$ cat src/pkg/odrcr_pkg.sv
// Shared constants and types for the text overlay display memory and renderer
package odrcr_pkg;

    // ------------------------------------------------------------
    // Display memory geometry
    // ------------------------------------------------------------
    localparam int unsigned RAM_DEPTH = 128;
    localparam int unsigned ADDR_W = 7;
    localparam int unsigned CODE_W = 6;
    localparam int unsigned ATTR_W = 4;
    localparam int unsigned WORD_W = 10;
    localparam logic [ADDR_W-1:0] ROW_ORIGIN = 7'h00;
    localparam logic [ADDR_W-1:0] ADDR_STEP = 7'h01;

    // ------------------------------------------------------------
    // Register select codes
    // ------------------------------------------------------------
    localparam logic [7:0] SFR_CHAR_ATTRIBUTES = 8'hC1;
    localparam logic [7:0] SFR_CHAR_CODE = 8'hC2;
    localparam logic [7:0] SFR_WRITE_ADDRESS = 8'hC3;
    localparam int unsigned SFR_ATTR_HI_BIT = 4;
    localparam int unsigned SFR_ADDR_TOP_BIT = 7;

    // ------------------------------------------------------------
    // Character codes and stored attribute fields
    // ------------------------------------------------------------
    localparam logic [CODE_W-1:0] CODE_SPACE = 6'h3C;
    localparam logic [CODE_W-1:0] CODE_NEWLINE = 6'h3D;
    localparam logic [CODE_W-1:0] CODE_COLOUR_SPACE = 6'h3E;
    localparam logic [CODE_W-1:0] CODE_HALF_COLOUR_SPACE = 6'h3F;
    localparam int unsigned A_FILL = 3;
    localparam int unsigned A_END = 3;
    localparam int unsigned A_THIN = 2;
    localparam int unsigned A_DOUBLE = 1;
    localparam int unsigned A_UMBRA = 0;
    localparam int unsigned A_COLOUR_HI = 2;
    localparam logic [2:0] BLACK = 3'h0;

    // ------------------------------------------------------------
    // Glyph and row timing
    // ------------------------------------------------------------
    localparam int unsigned GLYPH_DOTS = 14;
    localparam logic [3:0] GLYPH_LAST_COL = 4'hD;
    localparam logic [4:0] GLYPH_TOP = 5'h00;
    localparam logic [4:0] GLYPH_BOTTOM = 5'h11;
    localparam logic [5:0] ROW_LINES = 6'h12;
    localparam logic [5:0] ROW_LINES_DBL = 6'h24;
    localparam logic [5:0] THIN_LINES = 6'h04;
    localparam logic [5:0] THIN_LINES_DBL = 6'h08;
    localparam logic [4:0] CHAR_DOTS = 5'h0E;
    localparam logic [4:0] CHAR_DOTS_DBL = 5'h1C;
    localparam logic [4:0] HALF_DOTS = 5'h07;
    localparam logic [4:0] HALF_DOTS_DBL = 5'h0E;
    localparam logic [7:0] HSTART_DOTS = 8'h11;
    localparam logic [5:0] VSTART_LINES = 6'h03;

    // ------------------------------------------------------------
    // Modes and horizontal states
    // ------------------------------------------------------------
    typedef enum logic [1:0] {
        MODE_OFF = 2'b00,
        MODE_INTERNAL = 2'b01,
        MODE_NORMAL = 2'b10,
        MODE_SOLID = 2'b11
    } odrcr_mode_t;

    typedef enum logic [1:0] {
        H_IDLE = 2'b00,
        H_LEAD = 2'b01,
        H_CHARS = 2'b10,
        H_HALT = 2'b11
    } odrcr_hstate_t;

endpackage : odrcr_pkg

$ cat src/core/odrcr_display_ram.sv
// Dual-ported flip-flop display memory
`timescale 1ns/1ps
module odrcr_display_ram (
    input wire logic clk_i,
    input wire logic rst_i,
    input wire logic wr_en_i,
    input wire logic [odrcr_pkg::ADDR_W-1:0] wr_addr_i,
    input wire logic [odrcr_pkg::WORD_W-1:0] wr_data_i,
    input wire logic [odrcr_pkg::ADDR_W-1:0] rd_addr_i,
    output logic [odrcr_pkg::WORD_W-1:0] rd_data_o
);
    import odrcr_pkg::*;

    logic [WORD_W-1:0] mem_reg [RAM_DEPTH];

    // ------------------------------------------------------------
    // Write port, one entry per location
    // ------------------------------------------------------------
    for (genvar gi = 0; gi < RAM_DEPTH; gi++) begin : g_entry
        always_ff @(posedge clk_i or posedge rst_i) begin
            if (rst_i) begin
                mem_reg[gi] <= '0;
            end else if (wr_en_i && (wr_addr_i == ADDR_W'(gi))) begin
                mem_reg[gi] <= wr_data_i;
            end
        end
    end

    // ------------------------------------------------------------
    // Independent fetch port
    // ------------------------------------------------------------
    assign rd_data_o = mem_reg[rd_addr_i];

endmodule : odrcr_display_ram

$ cat src/core/odrcr_top.sv
// Text overlay: register port, display memory and character renderer
`timescale 1ns/1ps
module odrcr_top (
    input wire logic clk_i,
    input wire logic rst_i,
    input wire logic [7:0] sfr_addr_i,
    input wire logic sfr_wr_i,
    input wire logic sfr_rd_i,
    input wire logic [7:0] sfr_wdata_i,
    output logic [7:0] sfr_rdata_o,
    input wire logic [1:0] overlay_mode_register_i,
    input wire logic hsync_i,
    input wire logic vsync_i,
    input wire logic video_dot_clock_i,
    output logic video_osc_pin_two_o,
    output logic video_osc_pin_two_oe_o,
    output logic [2:0] colour_video_outputs_o,
    output logic overlay_select_output_o
);
    import odrcr_pkg::*;

    // ------------------------------------------------------------
    // Declarations
    // ------------------------------------------------------------
    logic [2:0] hs_pipe_reg;
    logic [2:0] vs_pipe_reg;
    logic [2:0] vck_pipe_reg;
    logic hs_level;
    logic vs_level;
    logic hs_lead;
    logic hs_trail;
    logic vs_lead;
    logic dot_en;
    odrcr_mode_t mode;
    logic run;
    logic solid;
    logic blank;
    logic osc_hold_reg;
    logic pin_low_reg;

    logic [7:0] addr_reg;
    logic [7:0] attr_reg;
    logic [7:0] rdata_reg;
    logic wr_addr;
    logic wr_attr;
    logic wr_code;
    logic [WORD_W-1:0] wr_word;
    logic [WORD_W-1:0] word;
    logic [CODE_W-1:0] code;
    logic [ATTR_W-1:0] ch_attr;
    logic is_newline;

    logic [ADDR_W-1:0] row_start_reg;
    logic [ADDR_W-1:0] ptr_reg;
    logic end_reg;
    logic double_reg;
    logic umbra_reg;
    logic thin_reg;
    logic in_rows_reg;
    logic [5:0] vline_reg;
    logic [5:0] line_reg;
    logic [7:0] hcnt_reg;
    logic [4:0] dot_reg;
    odrcr_hstate_t hstate_reg;
    logic [2:0] bg_colour_reg;
    logic bg_fill_reg;
    logic prev_bit_reg;
    logic [2:0] colour_reg;
    logic overlay_reg;

    logic [5:0] row_lines;
    logic [4:0] char_dots;
    logic [4:0] half_dots;
    logic [3:0] glyph_col;
    logic [4:0] glyph_line;
    logic [GLYPH_DOTS-1:0] glyph_row;
    logic pix_bit;
    logic shadow_bit;
    logic in_chars;

    // ------------------------------------------------------------
    // Stand-in glyph set, one row of dots per line
    // ------------------------------------------------------------
    function automatic logic [GLYPH_DOTS-1:0] glyph(input logic [CODE_W-1:0] c, input logic [4:0] line);
        logic [GLYPH_DOTS-1:0] row;
        row = '0;
        if ((c < CODE_SPACE) && (line > GLYPH_TOP) && (line < GLYPH_BOTTOM)) begin
            row = {1'b0, c, c, 1'b0};
        end
        return row;
    endfunction : glyph

    // ------------------------------------------------------------
    // Pin synchronisers and edge detection
    // ------------------------------------------------------------
    always_ff @(posedge clk_i or posedge rst_i) begin
        if (rst_i) begin
            hs_pipe_reg <= '0;
            vs_pipe_reg <= '0;
            vck_pipe_reg <= '0;
        end else begin
            hs_pipe_reg <= {hs_pipe_reg[1:0], hsync_i};
            vs_pipe_reg <= {vs_pipe_reg[1:0], vsync_i};
            vck_pipe_reg <= {vck_pipe_reg[1:0], video_dot_clock_i};
        end
    end

    assign hs_level = hs_pipe_reg[1];
    assign vs_level = vs_pipe_reg[1];
    assign hs_lead = hs_pipe_reg[1] & ~hs_pipe_reg[2];
    assign hs_trail = ~hs_pipe_reg[1] & hs_pipe_reg[2];
    assign vs_lead = vs_pipe_reg[1] & ~vs_pipe_reg[2];
    assign dot_en = vck_pipe_reg[1] & ~vck_pipe_reg[2];

    assign mode = odrcr_mode_t'(overlay_mode_register_i);
    assign run = (mode != MODE_OFF);
    assign solid = (mode == MODE_SOLID);
    assign blank = hs_level | vs_level | (mode == MODE_OFF) | (mode == MODE_INTERNAL);

    // ------------------------------------------------------------
    // Dot oscillator hold
    // ------------------------------------------------------------
    always_ff @(posedge clk_i or posedge rst_i) begin
        if (rst_i) begin
            osc_hold_reg <= 1'b1;
        end else begin
            osc_hold_reg <= hs_level | ~run;
        end
    end

    always_ff @(posedge clk_i or posedge rst_i) begin
        if (rst_i) begin
            pin_low_reg <= 1'b0;
        end else begin
            pin_low_reg <= 1'b0;
        end
    end

    assign video_osc_pin_two_o = pin_low_reg;
    assign video_osc_pin_two_oe_o = osc_hold_reg;

    // ------------------------------------------------------------
    // Register port
    // ------------------------------------------------------------
    assign wr_addr = sfr_wr_i && (sfr_addr_i == SFR_WRITE_ADDRESS);
    assign wr_attr = sfr_wr_i && (sfr_addr_i == SFR_CHAR_ATTRIBUTES);
    assign wr_code = sfr_wr_i && (sfr_addr_i == SFR_CHAR_CODE);

    always_ff @(posedge clk_i or posedge rst_i) begin
        if (rst_i) begin
            addr_reg <= '0;
        end else if (wr_addr) begin
            addr_reg <= sfr_wdata_i;
        end else if (wr_code) begin
            addr_reg <= {addr_reg[SFR_ADDR_TOP_BIT], addr_reg[ADDR_W-1:0] + ADDR_STEP};
        end
    end

    always_ff @(posedge clk_i or posedge rst_i) begin
        if (rst_i) begin
            attr_reg <= '0;
        end else if (wr_attr) begin
            attr_reg <= sfr_wdata_i;
        end
    end

    always_ff @(posedge clk_i or posedge rst_i) begin
        if (rst_i) begin
            rdata_reg <= '0;
        end else if (sfr_rd_i) begin
            case (sfr_addr_i)
                SFR_WRITE_ADDRESS: rdata_reg <= addr_reg;
                SFR_CHAR_ATTRIBUTES: rdata_reg <= attr_reg;
                default: rdata_reg <= '0;
            endcase
        end
    end

    assign sfr_rdata_o = rdata_reg;

    assign wr_word = {attr_reg[SFR_ATTR_HI_BIT], attr_reg[A_COLOUR_HI:0], sfr_wdata_i[CODE_W-1:0]};

    odrcr_display_ram u_ram (
        .clk_i(clk_i),
        .rst_i(rst_i),
        .wr_en_i(wr_code),
        .wr_addr_i(addr_reg[ADDR_W-1:0]),
        .wr_data_i(wr_word),
        .rd_addr_i(ptr_reg),
        .rd_data_o(word)
    );

    // ------------------------------------------------------------
    // Fetch decode and glyph lookup
    // ------------------------------------------------------------
    assign code = word[CODE_W-1:0];
    assign ch_attr = word[WORD_W-1:CODE_W];
    assign is_newline = (code == CODE_NEWLINE);
    assign in_chars = (hstate_reg == H_CHARS);

    assign row_lines = thin_reg ? (double_reg ? THIN_LINES_DBL : THIN_LINES)
                                : (double_reg ? ROW_LINES_DBL : ROW_LINES);
    assign char_dots = double_reg ? CHAR_DOTS_DBL : CHAR_DOTS;
    assign half_dots = double_reg ? HALF_DOTS_DBL : HALF_DOTS;
    assign glyph_col = double_reg ? dot_reg[4:1] : dot_reg[3:0];
    assign glyph_line = double_reg ? line_reg[5:1] : line_reg[4:0];
    assign glyph_row = glyph(code, glyph_line);
    assign pix_bit = in_chars & ~is_newline & glyph_row[GLYPH_LAST_COL - glyph_col];
    assign shadow_bit = umbra_reg & in_chars & ~pix_bit & prev_bit_reg;

    // ------------------------------------------------------------
    // Vertical position and row attributes
    // ------------------------------------------------------------
    always_ff @(posedge clk_i or posedge rst_i) begin
        if (rst_i) begin
            row_start_reg <= ROW_ORIGIN;
            end_reg <= 1'b0;
            double_reg <= 1'b0;
            umbra_reg <= 1'b0;
            thin_reg <= 1'b0;
            in_rows_reg <= 1'b0;
            vline_reg <= '0;
            line_reg <= '0;
        end else if (vs_lead) begin
            row_start_reg <= ROW_ORIGIN;
            end_reg <= 1'b0;
            double_reg <= 1'b0;
            umbra_reg <= 1'b0;
            thin_reg <= 1'b0;
            in_rows_reg <= 1'b0;
            vline_reg <= '0;
            line_reg <= '0;
        end else if (hs_lead && run) begin
            if (!in_rows_reg) begin
                if (vline_reg == VSTART_LINES) begin
                    in_rows_reg <= 1'b1;
                end else begin
                    vline_reg <= vline_reg + 6'h01;
                end
            end else if (!end_reg) begin
                if (line_reg == (row_lines - 6'h01)) begin
                    line_reg <= '0;
                    if (hstate_reg == H_HALT) begin
                        row_start_reg <= ptr_reg + ADDR_STEP;
                        end_reg <= ch_attr[A_END];
                        double_reg <= ~ch_attr[A_END] & ch_attr[A_DOUBLE];
                        umbra_reg <= ~ch_attr[A_END] & ch_attr[A_UMBRA];
                        thin_reg <= ~ch_attr[A_END] & ch_attr[A_THIN];
                    end else begin
                        row_start_reg <= ptr_reg;
                        double_reg <= 1'b0;
                        umbra_reg <= 1'b0;
                        thin_reg <= 1'b0;
                    end
                end else begin
                    line_reg <= line_reg + 6'h01;
                end
            end
        end
    end

    // ------------------------------------------------------------
    // Horizontal sequencing of characters
    // ------------------------------------------------------------
    always_ff @(posedge clk_i or posedge rst_i) begin
        if (rst_i) begin
            hstate_reg <= H_IDLE;
            hcnt_reg <= '0;
            ptr_reg <= ROW_ORIGIN;
            dot_reg <= '0;
            prev_bit_reg <= 1'b0;
        end else if (hs_trail) begin
            hstate_reg <= H_LEAD;
            hcnt_reg <= '0;
            ptr_reg <= row_start_reg;
            dot_reg <= '0;
            prev_bit_reg <= 1'b0;
        end else if (dot_en && run) begin
            case (hstate_reg)
                H_LEAD: begin
                    if (hcnt_reg == HSTART_DOTS) begin
                        hstate_reg <= (in_rows_reg && !end_reg) ? H_CHARS : H_IDLE;
                    end else begin
                        hcnt_reg <= hcnt_reg + 8'h01;
                    end
                end
                H_CHARS: begin
                    if (is_newline) begin
                        hstate_reg <= H_HALT;
                    end else begin
                        prev_bit_reg <= pix_bit;
                        if (dot_reg == (char_dots - 5'h01)) begin
                            dot_reg <= '0;
                            ptr_reg <= ptr_reg + ADDR_STEP;
                        end else begin
                            dot_reg <= dot_reg + 5'h01;
                        end
                    end
                end
                H_IDLE: begin
                    hstate_reg <= H_IDLE;
                end
                H_HALT: begin
                    hstate_reg <= H_HALT;
                end
                default: begin
                    hstate_reg <= H_IDLE;
                end
            endcase
        end
    end

    // ------------------------------------------------------------
    // Background colour state
    // ------------------------------------------------------------
    always_ff @(posedge clk_i or posedge rst_i) begin
        if (rst_i) begin
            bg_colour_reg <= BLACK;
            bg_fill_reg <= 1'b0;
        end else if (dot_en && run && in_chars) begin
            if (((code == CODE_COLOUR_SPACE) && (dot_reg == '0)) ||
                ((code == CODE_HALF_COLOUR_SPACE) && (dot_reg == half_dots))) begin
                bg_colour_reg <= ch_attr[A_COLOUR_HI:0];
                bg_fill_reg <= ch_attr[A_FILL];
            end
        end
    end

    // ------------------------------------------------------------
    // Pixel outputs
    // ------------------------------------------------------------
    always_ff @(posedge clk_i or posedge rst_i) begin
        if (rst_i) begin
            colour_reg <= BLACK;
            overlay_reg <= 1'b0;
        end else if (blank) begin
            colour_reg <= BLACK;
            overlay_reg <= 1'b0;
        end else if (dot_en) begin
            if (in_chars && !is_newline) begin
                if (pix_bit) begin
                    colour_reg <= ch_attr[A_COLOUR_HI:0];
                    overlay_reg <= 1'b1;
                end else if (shadow_bit) begin
                    colour_reg <= BLACK;
                    overlay_reg <= 1'b1;
                end else begin
                    colour_reg <= bg_colour_reg;
                    overlay_reg <= ch_attr[A_FILL] | solid;
                end
            end else begin
                colour_reg <= bg_colour_reg;
                overlay_reg <= solid & (in_chars | (hstate_reg == H_HALT));
            end
        end
    end

    assign colour_video_outputs_o = colour_reg;
    assign overlay_select_output_o = overlay_reg;

endmodule : odrcr_top

$ cat config.mk
export PLATFORM = sky130hd
export DESIGN_NAME = odrcr_top
export DESIGN_NICKNAME = d
export VERILOG_FILES = /design/src/pkg/odrcr_pkg.sv /design/src/core/odrcr_display_ram.sv /design/src/core/odrcr_top.sv
export SDC_FILE = /design/constraint.sdc
export NUM_CORES = 2
export LEC_CHECK = 0
export BUFFER_PORTS_ARGS = -buffer_cell sky130_fd_sc_hd__buf_4
export CORE_UTILIZATION = 55
export CTS_BUF_LIST = sky130_fd_sc_hd__clkbuf_8
export DETAILED_ROUTE_END_ITERATION = 6
export PLACE_DENSITY = 0.8
export SYNTH_ARGS = -nofsm -noshare
export SYNTH_HDL_FRONTEND = slang
export SYNTH_SLANG_ARGS = --single-unit
$ cat constraint.sdc
create_clock -name clk_i -period 44.2 [get_ports clk_i]
set_input_delay 4.42 -clock clk_i [delete_from_list [all_inputs] [get_ports clk_i]]
set_output_delay 4.42 -clock clk_i [all_outputs]
set_load 0.005 [all_outputs]
==> metrics.txt <==
vias post-DR 37200; aggregate global-route resource usage 27.2%; number of clock sinks seen by CTS 1368; grt total ovfl 0; library cells used by synthesis 68; sum of negative setup slack 0 ps; die width 340 um; synthesized area per cell 15.2 um2; initial standard-cell utilization of the core 55.6%; 1st-pass router iterations 6; RSZ-0062 raised after global routing no; peak supply drop 0.0304 mV; most common cell in the netlist dfrtp_1; worst-case setup margin in the final layout 36380 ps; post-synth top area cell dfrtp_1; Floorplan Core Area 0.113 mm2; clk root buf clkbuf_8; number of levels in the clock H-tree 4; part of the power in the clock network 41.2%; Hold/Removal Path Class flop to flop; Skew-Pair Late Insertion Delay 890 ps; vias in the first global route 38400; fraction of registers with async set/reset 100%; final antenna-violating net count 0; I/O pin count 39; transition time of the tightest slew-check pin 1210 ps; clock transition at the register clock pins on the worst setup and hold paths after CTS 60 ps; quantity of hold-fixing buffers added after cts 0; post-route minimum period 7820 ps; CTS max path bufs 3; worst-case headroom to the max-slew limit 19.2%; Die Y 340 um; clock tree from TritonCTS yes; period utilisation layout 17.7%; sequential share of the synthesized area 54.6%; count of state elements after synthesis 1368; number of buffers inserted during clock tree synthesis 213; share of total power in combinational logic 8.9%; post-detailed-route wirelength per cell 26.5 um; Post-synth EDFFs 0; number of antenna violations at the first check in global routing 6; count of mapped cells out of synthesis 4115; areal power density over the cells 37.4 mW/mm2; number of nets in the final layout 4172; arrival time of data at the critical path endpoint 8610 ps; area share of the largest cell type after synthesis 54.5%; Critical Path Sink Type async pin; top cells by area, synth dfrtp_1, mux2_2, mux4_2, mux2i_1, clkbuf_1; internal power contribution 1.88 mW; iteration-0 DRC count of the detailed router 3275; row count 123; wire length of the first global-routing pass 240 mm; cts repair resizes 0; DRC viols 0; pin count of the biggest net entering global routing 175; final hold violation count 0; HPWL after detailed placement 96.1 mm; largest fanout of any net on the critical path 169; number of buffers added for setup after CTS 0; Via density 6.40; post-place setup slack 35380 ps; overall routed net length 154 mm; Yosys warning count 0; Post-Synthesis Cell Area 0.0627 mm2; port bufs 37; final design utilization 60.7%; final worst clock skew 42.8 ps; area growth from synthesis to layout 9.13%; Max Slew Vio Count 0; proportion of layout cells with a drive suffix above 1 48.1%; Setup violations, final 0; launching element type of the critical path input pin; Static Leakage 33.4 nW; routability congestion estimate 0.888; number of violations of the max-capacitance limit 0; Synthesized Nets 4152; critical path data required time 44980 ps; Critical Setup Path Class input pin to async pin; power spent charging and discharging nets 0.675 mW; f_max 128 MHz; Hold WS 360 ps; switching fraction of total power 26.4%; Largest register FFs 1280; run status complete, no violations; commonest register cell after synthesis dfrtp_1; Commonest cells post-synth dfrtp_1, mux2_2, mux4_2, clkbuf_1, nand2_1; die footprint 0.115 mm2; sequential fraction of design power 49.9%
[per-stage QoR]
stage	power, mW	cells	area [um2]
2_1_floorplan	1.46	4115	62700
3_3_place_gp	1.52	5420	64200
3_5_place_dp	1.52	5420	64200
4_1_cts	2.57	5799	68400
5_1_grt	2.64	5801	68400
6_report	2.56	5803	68400
[routing by layer]
layer | vias up | wire length (um) | share of wire (%) | global-route usage (%)
met2 | 1364 | 71900 | 47 | 41.1
met5 | - | 33 | 0.021 | 0
met3 | 276 | 11500 | 7.5 | 5.89
met4 | 4 | 4520 | 2.9 | 9.39
met1 | 20100 | 66100 | 43 | 39.2
li1 | 15400 | - | - | -
[power groups by stage]
stage	clock network [mW]	logic (mW)	registers (mW)
6_report	1.05	0.226	1.28
5_1_grt	1.13	0.241	1.28
4_1_cts	1.07	0.227	1.28
3_5_place_dp	0	0.226	1.30
3_3_place_gp	0	0.224	1.30
2_1_floorplan	0	0.174	1.29
[final cells by class]
class,count,area (um2)
Sequential cell,1368,34300
Clock inverter,119,668
Clock buffer,260,3580
Multi-Input combinational cell,2418,27100
Inverter,31,124
Fill cell,8191,44400
Timing Repair Buffer,103,823
Antenna cell,4,10.0
Tap cell,1500,1880
[critical path, cell delays in order]
cell and delay (ps):
buf_4 130, inv_8 590, buf_4 880, buf_4 780, buf_4 760, buf_12 710
[worst paths after layout]
path	startpoint	end	slack [ps]	cells past startpoint
setup / recovery	rst_i	attr_reg[2]$_DFFE_PP0P_	36380	6
hold reg to reg	vs_pipe_reg[0]$_DFF_PP0_	vs_pipe_reg[1]$_DFF_PP0_	360	0
setup reg to reg	ptr_reg[0]$_DFFE_PP0P_	colour_video_outputs_o[0]$_DFFE_PP0P_	37320	13
hold / removal	vs_pipe_reg[0]$_DFF_PP0_	vs_pipe_reg[1]$_DFF_PP0_	360	0
max in group clk_i	sfr_addr_i[3]	u_ram.mem_reg[563]$_DFFE_PP0P_	36680	9
min in group asynchronous	rst_i	hcnt_reg[3]$_DFFE_PP0P_	3710	2
[cells in the final DEF (no fill, tap or decap), types with 6 or more instances in the layout]
cell and instances:
a21oi_1 35, a22o_1 6, a22oi_1 62, a31oi_1 11, and2_1 8, and3_1 13
buf_4 99, clkbuf_8 260, clkinv_2 16, dfrtp_1 1358, dfrtp_4 8, ha_1 12
inv_1 113, mux2_2 1301, mux2i_1 99, mux4_2 335, nand2_1 201, nand2b_1 15
nand3_1 31, nand3b_1 6, nand4_1 7, nor2_1 64, nor2_2 6, nor2b_1 13
nor3_1 20, nor4_1 10, o21ai_0 23, o22ai_1 17, o31ai_1 13, or3_1 8
xnor2_1 11, xor2_1 16
[kinds of logic (layout without fill, tap and decap cells)]
| family | after synthesis | in the layout | share of synthesized area, % |
|---|---|---|---|
| DFF | 1368 | 1368 | 54.6 |
| other | 1 | 5 | 0.00598 |
| buffers and inverters | 329 | 513 | 2.28 |
| muxes | 1735 | 1735 | 37.0 |
| AOI/OAI and AO/OA | 213 | 213 | 2.35 |
| xor gates and xnor gates | 27 | 27 | 0.377 |
| adders and majority gates | 12 | 12 | 0.239 |
| and+or+nand+nor | 430 | 430 | 3.18 |
No activity file was read; power rests on OpenSTA's default activity.
